<file path="config.mk">
export PLATFORM = sky130hd
export DESIGN_NAME = ofl_limiter
export DESIGN_NICKNAME = d
export VERILOG_FILES = /design/src/hw/ofl_pkg.sv /design/src/hw/ofl_limiter.sv
export SDC_FILE = /design/constraint.sdc
export NUM_CORES = 1
export LEC_CHECK = 0
export BUFFER_PORTS_ARGS = -buffer_cell sky130_fd_sc_hd__buf_2
export CAP_MARGIN = 5
export CELL_PAD_IN_SITES_DETAIL_PLACEMENT = 0
export CELL_PAD_IN_SITES_GLOBAL_PLACEMENT = 1
export CORE_ASPECT_RATIO = 0.7
export CORE_MARGIN = 4
export CORE_UTILIZATION = 45
export DETAILED_ROUTE_END_ITERATION = 7
export PLACE_DENSITY_LB_ADDON = 0.1
export SLEW_MARGIN = 20
export SYNTH_ARGS = -nofsm -noshare
export SYNTH_HDL_FRONTEND = slang
export SYNTH_SLANG_ARGS = --single-unit
export TNS_END_PERCENT = 10
</file>
<file path="constraint.sdc">
create_clock -name pclk -period 6.9 [get_ports pclk]
set_input_delay 0.69 -clock pclk [delete_from_list [all_inputs] [get_ports pclk]]
set_output_delay 0.69 -clock pclk [all_outputs]
set_load 0.05 [all_outputs]
</file>
<file path="src/hw/ofl_pkg.sv">
// Package for the output frequency limiter: register map, field layouts, reset values
package ofl_pkg;
  // Frequencies are held in units of 0.01 Hz, 16 bits wide
  localparam int unsigned FW = 16;
  typedef logic [FW-1:0] ofl_freq_t;

  // Setting values
  localparam ofl_freq_t FREQ_120HZ  = 16'h2ee0; // 120.00 Hz
  localparam ofl_freq_t FREQ_400HZ  = 16'h9c40; // 400.00 Hz
  localparam ofl_freq_t FREQ_ZERO   = 16'h0000;
  localparam ofl_freq_t JUMP_OFF    = 16'h270f; // 9999 disables a jump setting
  localparam ofl_freq_t STEP_RESET  = 16'h0001; // Ramp step per tick after reset

  // Register byte offsets
  localparam logic [7:0] A_UPPER    = 8'h00;
  localparam logic [7:0] A_LOWER    = 8'h04;
  localparam logic [7:0] A_HIGHSPD  = 8'h08;
  localparam logic [7:0] A_JOG      = 8'h0c;
  localparam logic [7:0] A_START    = 8'h10;
  localparam logic [7:0] A_J1A      = 8'h14;
  localparam logic [7:0] A_J1B      = 8'h18;
  localparam logic [7:0] A_J2A      = 8'h1c;
  localparam logic [7:0] A_J2B      = 8'h20;
  localparam logic [7:0] A_J3A      = 8'h24;
  localparam logic [7:0] A_J3B      = 8'h28;
  localparam logic [7:0] A_CMD      = 8'h2c;
  localparam logic [7:0] A_CTRL     = 8'h30;
  localparam logic [7:0] A_STEP     = 8'h34;
  localparam logic [7:0] A_TARGET   = 8'h38;
  localparam logic [7:0] A_OUT      = 8'h3c;
  localparam logic [7:0] A_STATUS   = 8'h40;

  // Control register bits
  localparam int unsigned C_START   = 0;
  localparam int unsigned C_JOG     = 1;
  localparam int unsigned C_CMDVAL  = 2;

  // Status register bits
  localparam int unsigned S_STEADY  = 0;
  localparam int unsigned S_ACCEL   = 1;
  localparam int unsigned S_DECEL   = 2;
  localparam int unsigned S_JOGRUN  = 3;

  // Ramp state
  typedef enum logic [1:0] {OFL_STEADY, OFL_ACCEL, OFL_DECEL} ofl_ramp_e;

  // APB request carrier
  typedef struct packed {
    logic        psel;
    logic        penable;
    logic        pwrite;
    logic [7:0]  paddr;
    logic [31:0] pwdata;
  } ofl_apb_req_s;

  // APB answer carrier
  typedef struct packed {
    logic        pready;
    logic        pslverr;
    logic [31:0] prdata;
  } ofl_apb_rsp_s;
endpackage : ofl_pkg

</file>
<file path="src/hw/ofl_limiter.sv">
// Output frequency limiter: clamps, high-speed ceiling, jump bands and output ramp
`timescale 1ns/1ps
`default_nettype none
// What this block does
// Output frequency is clamped at the upper limit; setting 0..120 Hz, reset 120 Hz.
// Output frequency held at or above lower limit; setting 0..120 Hz, reset 0.
// High-speed upper limit 120..400 Hz, reset 120 Hz, is the output ceiling.
// Writing either upper limit copies the value into the other.
// Jog at or below lower limit runs at jog frequency, bypassing lower clamp.
// Start alone, lower limit above starting frequency, ramps up to lower limit.
// Three jump bands, settings 0..400 Hz, 9999 disables and is reset value.
// Command inside an enabled band runs steadily at the band's first setting.
// Software picks jump at top or bottom by ordering first and second settings.
// Ramping passes through band frequencies; only the steady target is substituted.
// Clamps precede band checks; target updates one cycle after any change.
module ofl_limiter
  import ofl_pkg::*;
(
  input  wire logic                  pclk,
  input  wire logic                  presetn,
  input  wire ofl_pkg::ofl_apb_req_s apb_req,
  output var  ofl_pkg::ofl_apb_rsp_s apb_rsp,
  output var  ofl_pkg::ofl_freq_t    out_freq,
  output var  ofl_pkg::ofl_freq_t    target_freq,
  output var  logic                  running
);
  import ofl_pkg::*;

  // Settings and command registers
  ofl_freq_t upper_freq_limit_q;
  ofl_freq_t lower_freq_limit_q;
  ofl_freq_t high_speed_upper_limit_q;
  ofl_freq_t jog_freq_setting_q;
  ofl_freq_t starting_freq_setting_q;
  ofl_freq_t jump_first_q  [3];
  ofl_freq_t jump_second_q [3];
  ofl_freq_t cmd_freq_q;
  ofl_freq_t step_q;
  logic [2:0] ctrl_q;
  ofl_freq_t target_q;
  ofl_freq_t out_q;
  ofl_ramp_e ramp_q;
  ofl_apb_rsp_s rsp_q;
  logic      running_q;

  // Range check for a jump setting: 0..400 Hz or the disable code
  function automatic logic jump_ok(input ofl_freq_t v);
    jump_ok = (v <= FREQ_400HZ) || (v == JUMP_OFF);
  endfunction

  // Band membership: inclusive, either order of the two settings
  function automatic logic in_band(input ofl_freq_t f, input ofl_freq_t a, input ofl_freq_t b);
    logic on;
    on = (a != JUMP_OFF) && (b != JUMP_OFF);
    if (a <= b)
      in_band = on && (f >= a) && (f <= b);
    else
      in_band = on && (f >= b) && (f <= a);
  endfunction

  // Bus decode
  wire logic      acc     = apb_req.psel && apb_req.penable;
  wire logic      wr      = acc && apb_req.pwrite;
  wire logic [7:0] adr    = apb_req.paddr;
  wire ofl_freq_t wv      = apb_req.pwdata[FW-1:0];
  wire logic      wr_up   = wr && (adr == A_UPPER);
  wire logic      wr_hs   = wr && (adr == A_HIGHSPD);
  wire logic      up_ok   = wv <= FREQ_120HZ;
  wire logic      hs_ok   = (wv >= FREQ_120HZ) && (wv <= FREQ_400HZ);
  wire logic      mapped  = (adr <= A_STATUS) && (adr[1:0] == 2'b00);

  // Command conditioning
  wire logic      start_r = ctrl_q[C_START];
  wire logic      jog_r   = ctrl_q[C_JOG];
  wire logic      cmd_v   = ctrl_q[C_CMDVAL];
  // Active ceiling: the lower of the two upper settings, both mirrored on write
  wire ofl_freq_t ceil_f  = (upper_freq_limit_q < high_speed_upper_limit_q)
                            ? upper_freq_limit_q : high_speed_upper_limit_q;
  // start only: no command counts as zero, clamp lifts it to the lower limit
  wire ofl_freq_t raw_f   = cmd_v ? cmd_freq_q : FREQ_ZERO;
  // upper clamp, high-speed ceiling
  wire ofl_freq_t up_f    = (raw_f > ceil_f) ? ceil_f : raw_f;
  // lower clamp
  wire ofl_freq_t lo_f    = (up_f < lower_freq_limit_q) ? lower_freq_limit_q : up_f;
  // bands judged on the clamped value
  wire logic      hit1    = in_band(lo_f, jump_first_q[0], jump_second_q[0]);
  wire logic      hit2    = in_band(lo_f, jump_first_q[1], jump_second_q[1]);
  wire logic      hit3    = in_band(lo_f, jump_first_q[2], jump_second_q[2]);
  // first setting is the jump point; band 1 has priority
  wire ofl_freq_t jmp_f   = hit1 ? jump_first_q[0] : hit2 ? jump_first_q[1]
                            : hit3 ? jump_first_q[2] : lo_f;
  // jog at or below lower limit bypasses lower clamp
  wire logic      jog_byp = jog_r && (jog_freq_setting_q <= lower_freq_limit_q);
  wire ofl_freq_t jog_f   = jog_byp ? jog_freq_setting_q
                            : ((jog_freq_setting_q > ceil_f) ? ceil_f
                               : (jog_freq_setting_q < lower_freq_limit_q)
                                 ? lower_freq_limit_q : jog_freq_setting_q);
  wire ofl_freq_t tgt_d   = jog_r ? jog_f : (start_r ? jmp_f : FREQ_ZERO);

  // Ramp arithmetic, saturating at the target
  wire ofl_freq_t gap_up  = target_q - out_q;
  wire ofl_freq_t gap_dn  = out_q - target_q;
  wire ofl_freq_t up_nx   = (gap_up > step_q) ? ofl_freq_t'(out_q + step_q) : target_q;
  wire ofl_freq_t dn_nx   = (gap_dn > step_q) ? ofl_freq_t'(out_q - step_q) : target_q;
  wire ofl_freq_t out_d   = (out_q < target_q) ? up_nx : (out_q > target_q) ? dn_nx : out_q;
  wire ofl_ramp_e ramp_d  = (out_d < target_q) ? OFL_ACCEL
                            : (out_d > target_q) ? OFL_DECEL : OFL_STEADY;
  // Run indication from next-state values, so the pin can come from a flop
  // without lagging the output frequency by a cycle
  wire logic      run_d   = (out_d != FREQ_ZERO) || (ramp_d != OFL_STEADY);

  // Read mux
  ofl_freq_t rd_f;
  wire logic [3:0] stat_w = {jog_r, ramp_q == OFL_DECEL, ramp_q == OFL_ACCEL,
                             ramp_q == OFL_STEADY};
  always_comb
  begin
    rd_f = FREQ_ZERO;
    case (adr)
      A_UPPER:   rd_f = upper_freq_limit_q;
      A_LOWER:   rd_f = lower_freq_limit_q;
      A_HIGHSPD: rd_f = high_speed_upper_limit_q;
      A_JOG:     rd_f = jog_freq_setting_q;
      A_START:   rd_f = starting_freq_setting_q;
      A_J1A:     rd_f = jump_first_q[0];
      A_J1B:     rd_f = jump_second_q[0];
      A_J2A:     rd_f = jump_first_q[1];
      A_J2B:     rd_f = jump_second_q[1];
      A_J3A:     rd_f = jump_first_q[2];
      A_J3B:     rd_f = jump_second_q[2];
      A_CMD:     rd_f = cmd_freq_q;
      A_CTRL:    rd_f = {13'h0, ctrl_q};
      A_STEP:    rd_f = step_q;
      A_TARGET:  rd_f = target_q;
      A_OUT:     rd_f = out_q;
      A_STATUS:  rd_f = {12'h0, stat_w};
      default:   rd_f = FREQ_ZERO;
    endcase
  end

  // APB answer: no wait state, registered; unmapped gives pslverr
  always_ff @(posedge pclk or negedge presetn)
  begin
    if (!presetn)
      rsp_q <= '0;
    else if (apb_req.psel && !apb_req.penable)
    begin
      rsp_q.pready  <= 1'b1;
      rsp_q.pslverr <= !mapped;
      rsp_q.prdata  <= {16'h0000, rd_f};
    end
    else
      rsp_q <= '0;
  end

  // Write commit happens only on the access edge where pready is high
  wire logic commit = wr && rsp_q.pready;

  // Upper limits, mirrored on write
  always_ff @(posedge pclk or negedge presetn)
  begin
    if (!presetn)
    begin
      // reset to 120 Hz
      upper_freq_limit_q       <= FREQ_120HZ;
      high_speed_upper_limit_q <= FREQ_120HZ;
    end
    // normal write copies into high-speed
    else if (commit && wr_up && up_ok)
    begin
      upper_freq_limit_q       <= wv;
      high_speed_upper_limit_q <= wv;
    end
    // high-speed write copies into normal
    else if (commit && wr_hs && hs_ok)
    begin
      upper_freq_limit_q       <= wv;
      high_speed_upper_limit_q <= wv;
    end
  end

  // Other settings; out-of-range values are ignored
  always_ff @(posedge pclk or negedge presetn)
  begin
    if (!presetn)
    begin
      lower_freq_limit_q      <= FREQ_ZERO;
      jog_freq_setting_q      <= FREQ_ZERO;
      starting_freq_setting_q <= FREQ_ZERO;
      cmd_freq_q              <= FREQ_ZERO;
      ctrl_q                  <= 3'h0;
      step_q                  <= STEP_RESET;
      // bands disabled at reset
      jump_first_q            <= '{JUMP_OFF, JUMP_OFF, JUMP_OFF};
      jump_second_q           <= '{JUMP_OFF, JUMP_OFF, JUMP_OFF};
    end
    else if (commit)
    begin
      case (adr)
        // lower limit range 0..120 Hz
        A_LOWER: if (up_ok) lower_freq_limit_q <= wv;
        A_JOG:   if (wv <= FREQ_400HZ) jog_freq_setting_q <= wv;
        A_START: if (wv <= FREQ_400HZ) starting_freq_setting_q <= wv;
        // jump settings 0..400 Hz or 9999
        A_J1A:   if (jump_ok(wv)) jump_first_q[0]  <= wv;
        A_J1B:   if (jump_ok(wv)) jump_second_q[0] <= wv;
        A_J2A:   if (jump_ok(wv)) jump_first_q[1]  <= wv;
        A_J2B:   if (jump_ok(wv)) jump_second_q[1] <= wv;
        A_J3A:   if (jump_ok(wv)) jump_first_q[2]  <= wv;
        A_J3B:   if (jump_ok(wv)) jump_second_q[2] <= wv;
        A_CMD:   cmd_freq_q <= wv;
        A_CTRL:  ctrl_q     <= apb_req.pwdata[2:0];
        A_STEP:  if (wv != FREQ_ZERO) step_q <= wv;
        default: ;
      endcase
    end
  end

  // Target register and ramp
  always_ff @(posedge pclk or negedge presetn)
  begin
    if (!presetn)
    begin
      target_q <= FREQ_ZERO;
      out_q    <= FREQ_ZERO;
      ramp_q   <= OFL_STEADY;
      running_q <= 1'b0;
    end
    else
    begin
      // target follows inputs one cycle later
      target_q <= tgt_d;
      // ramp passes through band frequencies
      out_q    <= out_d;
      ramp_q   <= ramp_d;
      running_q <= run_d;
    end
  end

  // Outputs
  assign apb_rsp     = rsp_q;
  assign out_freq    = out_q;
  assign target_freq = target_q;
  assign running     = running_q;
endmodule : ofl_limiter
`default_nettype wire

</file>
==> Word-level counts from Yosys, hierarchy flattened <==
Cells that the tools add are included.
{ "word_totals": {"register_bits": 264, "inputBits": 45, "out_inout_bits": 67, "word_cells": 155} }
{ "op_classes": {"add_sub_neg": 4, "order_cmp": 30, "eq_ne": 25, "n_mux": 24, "n_reduce_logical": 52} }
{ "op_table": {"columns": ["operator", "n"], "rows": [
  ["$mux 16", 17],
  ["$pmux 16 s16", 1],
  ["$le 16x16->1", 10],
  ["$ge 16x16->1", 6],
  ["$gt 16x16->1", 6],
  ["$ne 16x14->1 const B", 6],
  ["$eq 8x6->1 const B", 8],
  ["$lt 16x16->1", 4],
  ["$sub 16x16->16", 3],
  ["$mux 34", 1],
  ["$eq 8x5->1 const B", 4],
  ["$reduce_bool 16->1", 2],
  ["$reduce_and 3->1", 10],
  ["$logic_and 1x1->1", 28],
  ["$add 16x16->16", 1],
  ["$eq 16x14->1 const B", 1],
  ["$eq 8x4->1 const B", 2],
  ["$ge 16x14->1 const B", 1],
  ["$le 16x14->1 const B", 1],
  ["$le 16x16->1 const B", 1],
  ["$eq 8x3->1 const B", 1],
  ["$eq 8x7->1 const B", 1],
  ["$le 8x7->1 const B", 1],
  ["$logic_not 8->1", 1],
  ["other kinds (10)", 18]
]} }

==> Longest topological paths before layout <==
{ "depth": {"word_depth": 14, "depth_mapped": 38, "ltp_nobuf": 36} }

==> Worst setup path before layout <==
No wires, ideal clock.
{ "synth_path": {"path_kind": "flip-flop to flip-flop", "startpoint": "register ctrl_q[2]", "endpoint": "register target_q[10] (netlist: target_freq[10])", "setup_ps": 134, "arrival_ps": 7232, "required_ps": 6766, "slack_ps": -466, "path_stages_with_launch": 33, "path_buffers": 5, "synth_period_minus_slack_ps": 7366, "path_cell_list": "dfrtp_1 clkbuf_1 and2_1 ha_1 nand3_1 nor4_1 a21boi_0 or4b_4 and2_1 clkbuf_1 clkbuf_1 mux2_2 ha_1 nand2_1 nor3_1 and2_1 o31ai_1 nand2_1 buf_1 mux2_2 ha_1 a21o_1 a21oi_1 o22ai_1 nor2_1 nor3_1 a2111oi_0 a2bb2oi_1 o21ai_0 o21ai_2 buf_2 mux2i_1 o211ai_2"} }
{ "synth_between": {"elab_chain_cells": 14, "elab_cells_between_ends": 37, "cone_classes": "order compare (14); mux (11); reduce/logical (12)"} }
{ "synth_lines": {"columns": ["item", "line", "text"], "rows": [
  ["from (decl)", "ofl_limiter.sv:39", "logic [2:0] ctrl_q;"],
  ["from (signal assigned)", "ofl_limiter.sv:212", "A_CTRL: ctrl_q <= apb_req.pwdata[2:0];"],
  ["$mux 16 *", "ofl_limiter.sv:80", "wire ofl_freq_t raw_f = cmd_v ? cmd_freq_q : FREQ_ZERO;"],
  ["$gt 16x16->1", "ofl_limiter.sv:82", "wire ofl_freq_t up_f = (raw_f > ceil_f) ? ceil_f : raw_f;"],
  ["$mux 16 *", "ofl_limiter.sv:82", null],
  ["$lt 16x16->1", "ofl_limiter.sv:84", "wire ofl_freq_t lo_f = (up_f < lower_freq_limit_q) ? lower_freq_limit_q : up_f;"],
  ["$mux 16 *", "ofl_limiter.sv:84", null],
  ["$ge 16x16->1 (on tied branches)", "ofl_limiter.sv:58, ofl_limiter.sv:56", null],
  ["$logic_and 1x1->1 (on tied branches) (2 in series)", "ofl_limiter.sv:58, ofl_limiter.sv:56", null],
  ["$mux 1", "ofl_limiter.sv:55", "if (a <= b)"],
  ["$mux 16", "ofl_limiter.sv:91", ": hit3 ? jump_first_q[2] : lo_f;"],
  ["$mux 16", "ofl_limiter.sv:90", "wire ofl_freq_t jmp_f = hit1 ? jump_first_q[0] : hit2 ? jump_first_q[1]"],
  ["$mux 16 *", "ofl_limiter.sv:90", null],
  ["$mux 16 * (2 in series)", "ofl_limiter.sv:98", "wire ofl_freq_t tgt_d = jog_r ? jog_f : (start_r ? jmp_f : FREQ_ZERO);"],
  ["net tgt_d[10]", "ofl_limiter.sv:98", null],
  ["to (signal assigned)", "ofl_limiter.sv:232", "target_q <= tgt_d;"],
  ["to (decl)", "ofl_limiter.sv:40", "ofl_freq_t target_q;"]
]} }
The timed path passes the listed nets; every way through them passes the cells marked *.
A chain may end at the register's enable or synchronous reset.

==> Final worst setup path <==
{ "layout_path": {"startpoint": "register ctrl_q[2]", "endpoint": "register target_q[1] (netlist: target_freq[1])"} }
The elaborated chain is that of the path after synthesis.

==> impl_results.md <==
- PortBufs: 79
- Die Height: 190 µm
- Crit path launch type: flop
- F_max: 140 MHz
- Initial DRC count: between 2000 and 3000
- Crit Path Category: flop to flop
- Critical path peak fanout: 8
- Total of max-cap violations: 0
- Number of global-route vias before repair: 20215
- Pre-CTS WS: -1.15 ns
- Total wire length: 97100 µm
- Final setup violation count: 15
- Cell Int Power: 3.56 mW
- Top FF cell, synth: dfrtp_1
- Fin nets: 3045
- Largest family of logic cells by synthesized area: compound AO/OA/AOI/OAI gates
- Worst path slowest cell: or4b_4
- PwrDens: 218 nW/µm²
- Final Hold Fails: 0
- CTS buffer count: 28
- Final period util: 1.04
- RD Place Congestion: 1.01
- Total track usage: 0.367
- Synth Area in Simple Gates: 0.126
- Core area: approximately 47000 µm²
- Final core occ: 0.581
- Post-Synth Adder-Cell Area: 0.186
- Detailed-route wire length per cell: 29.3 µm
- Final Non-Filler Cells: 3320
- Setup slack after layout: -0.253 ns
- CTS tree: done
- Violated checks: negative setup slack
- Share of post-route cells with drive strength above 1: 0.342
- Antenna violations before repair: 3
- Slew HR: 0.220
- FF/Latch Area: 6280 µm²
- Max stage delay on crit path: 0.53 ns
- Most used cell, CP: buf_6
- Crit path DAT: 7.56 ns
- Switch Pwr: 2.36 mW
- Row cnt: 66
- First-pass iteration count of the detailed router: 8
- Yosys reg bits: 248
- Fillers: 4212
- Reg-to-reg endpoint: target_freq[1]
- Synth Area per Inst: 9.26 µm²
- Worst setup EP type: flop
- Post-placement cell count: 3216
- Gate power share: 0.472
- Congestion Overflow GR: 0
- Longest Clk Path Bufs: 3
- Min-Delay Path Class: primary input to asynchronous set/reset pin
- Mux share of post-synthesis cell area: 0.112
- Post-synth ARST share: 1.00
- Flop pwr share: 0.257
- CTS clk-pin slew, worst paths: 0.07 ns
- Dpl cell area: 24500 µm²
- VDD IR-drop max: roughly 0.17 mV
- Hold_buf cts: 0
- Mapped Area: 21300 µm²
- Clk pwr share: 0.270
- Post-synthesis sequential area ratio: 0.294
- Worst slew pin tran: 1.17 ns
- Cell area after layout: 27100 µm²
- Synth unique cells: 81
- CTS sink cnt: 248
- Number of synthesized flops with an enable pin: 0
- Register-to-register setup slack: -0.25 ns
- Leakage: 12.7 nW
- Reg2Reg Depth: 31
- RSZ-0062 raised after global routing: true
- Total number of vias: 21306
- Layout overhead on the synthesized area: 27.1%
- Post-DRT Antenna Nets: 0
- Largest net degree at the start of global routing: 152
- H-tree depth: 1
- HPWL Detailed: 74300 µm
- Sw frac: 0.399
- Root buffer cell: clkbuf_16
- Yosys warning count: 0
- Die W: roughly 270 µm
- I/O pins: 112
- Initial Util: 0.457
- DRC Markers: 0
- Die area: 51000 µm²
- Setup skew after layout: 0.0479 ns
- Clock Latency Late Sink: 0.61 ns
- Count of final max-slew check failures: 0
- Multi-input gate area: 14900 µm²
- Compound-gate portion of the synthesized area: 0.200
- Final min period: 7.15 ns
- Min Hold Slack: between 0.1 and 0.15 ns
- Status: complete, but fails checks
- Critical Path RT: 7.31 ns
- Synth Instances: around 2300
- Via density per instance: 6.42
- Reg-to-Reg Start: ctrl_q[2]
- Synth Area in XOR/XNOR: 0.0217
- First-pass GRT wire length: 138000 µm
[registers in the layout (all words and copies together), names as in the netlist, 3 cells and up]
signal / cells
starting_freq_setting_q: 16
cmd_freq_q: 16
lower_freq_limit_q: 16
jump_first_q: 48
step_q: 16
ctrl_q: 3
target_freq: 16
jog_freq_setting_q: 16
apb_rsp: 18
out_freq: 16
high_speed_upper_limit_q: 16
jump_second_q: 48
[metal layers]
metal / track usage / part of all wire / vias up
met5: 0 / 0.00095 / -
met4: 0.0842 / 0.028 / 4
met3: 0.133 / 0.14 / 162
met2: 0.463 / 0.37 / 1253
met1: 0.578 / 0.47 / 10550
li1: - / - / 9337
[power by group through the flow]
stage               clock network, mW  registers [mW]  logic [mW]
global route                     1.65            1.53        2.97
global placement                    0            1.55        2.39
CTS                              1.60            1.52        2.60
finish                           1.60            1.52        2.79
floorplan                           0            1.62        1.29
detailed placement                  0            1.55        2.39
[synthesized netlist by cell type (all sizes together) (29+ instances only)]
| library cell | instances | area, µm² |
|---|---|---|
| inv | 211 | 792 |
| dfrtp | 192 | 4800 |
| a31oi | 29 | 196 |
| mux2 | 197 | 2220 |
| nand3 | 51 | 255 |
| a21o | 38 | 285 |
| nor4 | 29 | 181 |
| clkbuf | 79 | 297 |
| a21oi | 117 | 586 |
| a221oi | 48 | 420 |
| nor2 | 111 | 417 |
| nand4 | 72 | 450 |
| o21ai | 127 | 639 |
| a211oi | 29 | 218 |
| ha | 311 | 3890 |
| o211ai | 42 | 370 |
| a22oi | 59 | 443 |
| nand2 | 147 | 552 |
| xnor2 | 42 | 368 |
| dfstp | 56 | 1470 |
[worst max-delay path: cells and delay by family (launching register included)]
kind | cells | cell delay [ns]
fa+ha+maj | 3 | 0.53
flops | 1 | 0.49
compound gates | 13 | 2.63
buf+inv | 5 | 0.77
simple gates | 8 | 1.82
mux | 2 | 0.72
[layout make-up]
type	instances	share of cell area
Tap cell	612	0.0282
Clock inverter	12	0.00563
Timing Repair Buffer	442	0.124
Clock buffer	40	0.0297
Multi-Input combinational cell	1754	0.551
Antenna cell	1	0.0000923
Sequential cell	248	0.232
Inverter	211	0.0292
[cells in the final DEF (no fill, tap or decap), types with 57 or more instances in the layout]
master / instances
o21ai_0: 99
inv_1: 208
nor2_1: 107
nand4_1: 72
ha_1: 280
mux2_2: 176
nand2_1: 138
a21oi_1: 99
dfrtp_1: 187
buf_4: 329
buf_2: 78
a22oi_1: 57
[per-stage QoR]
stage | setup TNS (ns) | total power, mW
after floorplan | -0.300 | 2.91
after global placement | -7.65 | 3.94
after detailed placement | -10.27 | 3.94
after CTS | -0.764 | 5.72
after global routing | -4.87 | 6.15
final | -1.79 | 5.91
[timing repair]
| item | 4_1_cts | 5_1_grt |
|---|---|---|
| cloned | 1 | 0 |
| resized for setup | 156 | 100 |
| pin swaps | 74 | 81 |
| setup endpoints to repair | 17 | 17 |
| buffers inserted | 33 | 19 |
[kinds of logic after synthesis]
family | after synthesis
muxes | 214
AOI/OAI and AO/OA | 621
xor gates and xnor gates | 53
DFF | 248
other | 1
adders and majority gates | 315
and+or+nand+nor | 535
buffers and inverters | 318
[how the worst max path moves through the flow]
stage / slack [ns] / from / to
after floorplan: -0.03 / ctrl_q[2] / target_freq[10]
after global placement: -1.07 / out_freq[1] / running
after detailed placement: -1.15 / out_freq[0] / running
after CTS: -0.14 / out_freq[1] / running
after global routing: -0.41 / ctrl_q[2] / target_freq[1]
final: -0.25 / ctrl_q[2] / target_freq[1]
Power figures use the tool's default switching activity.
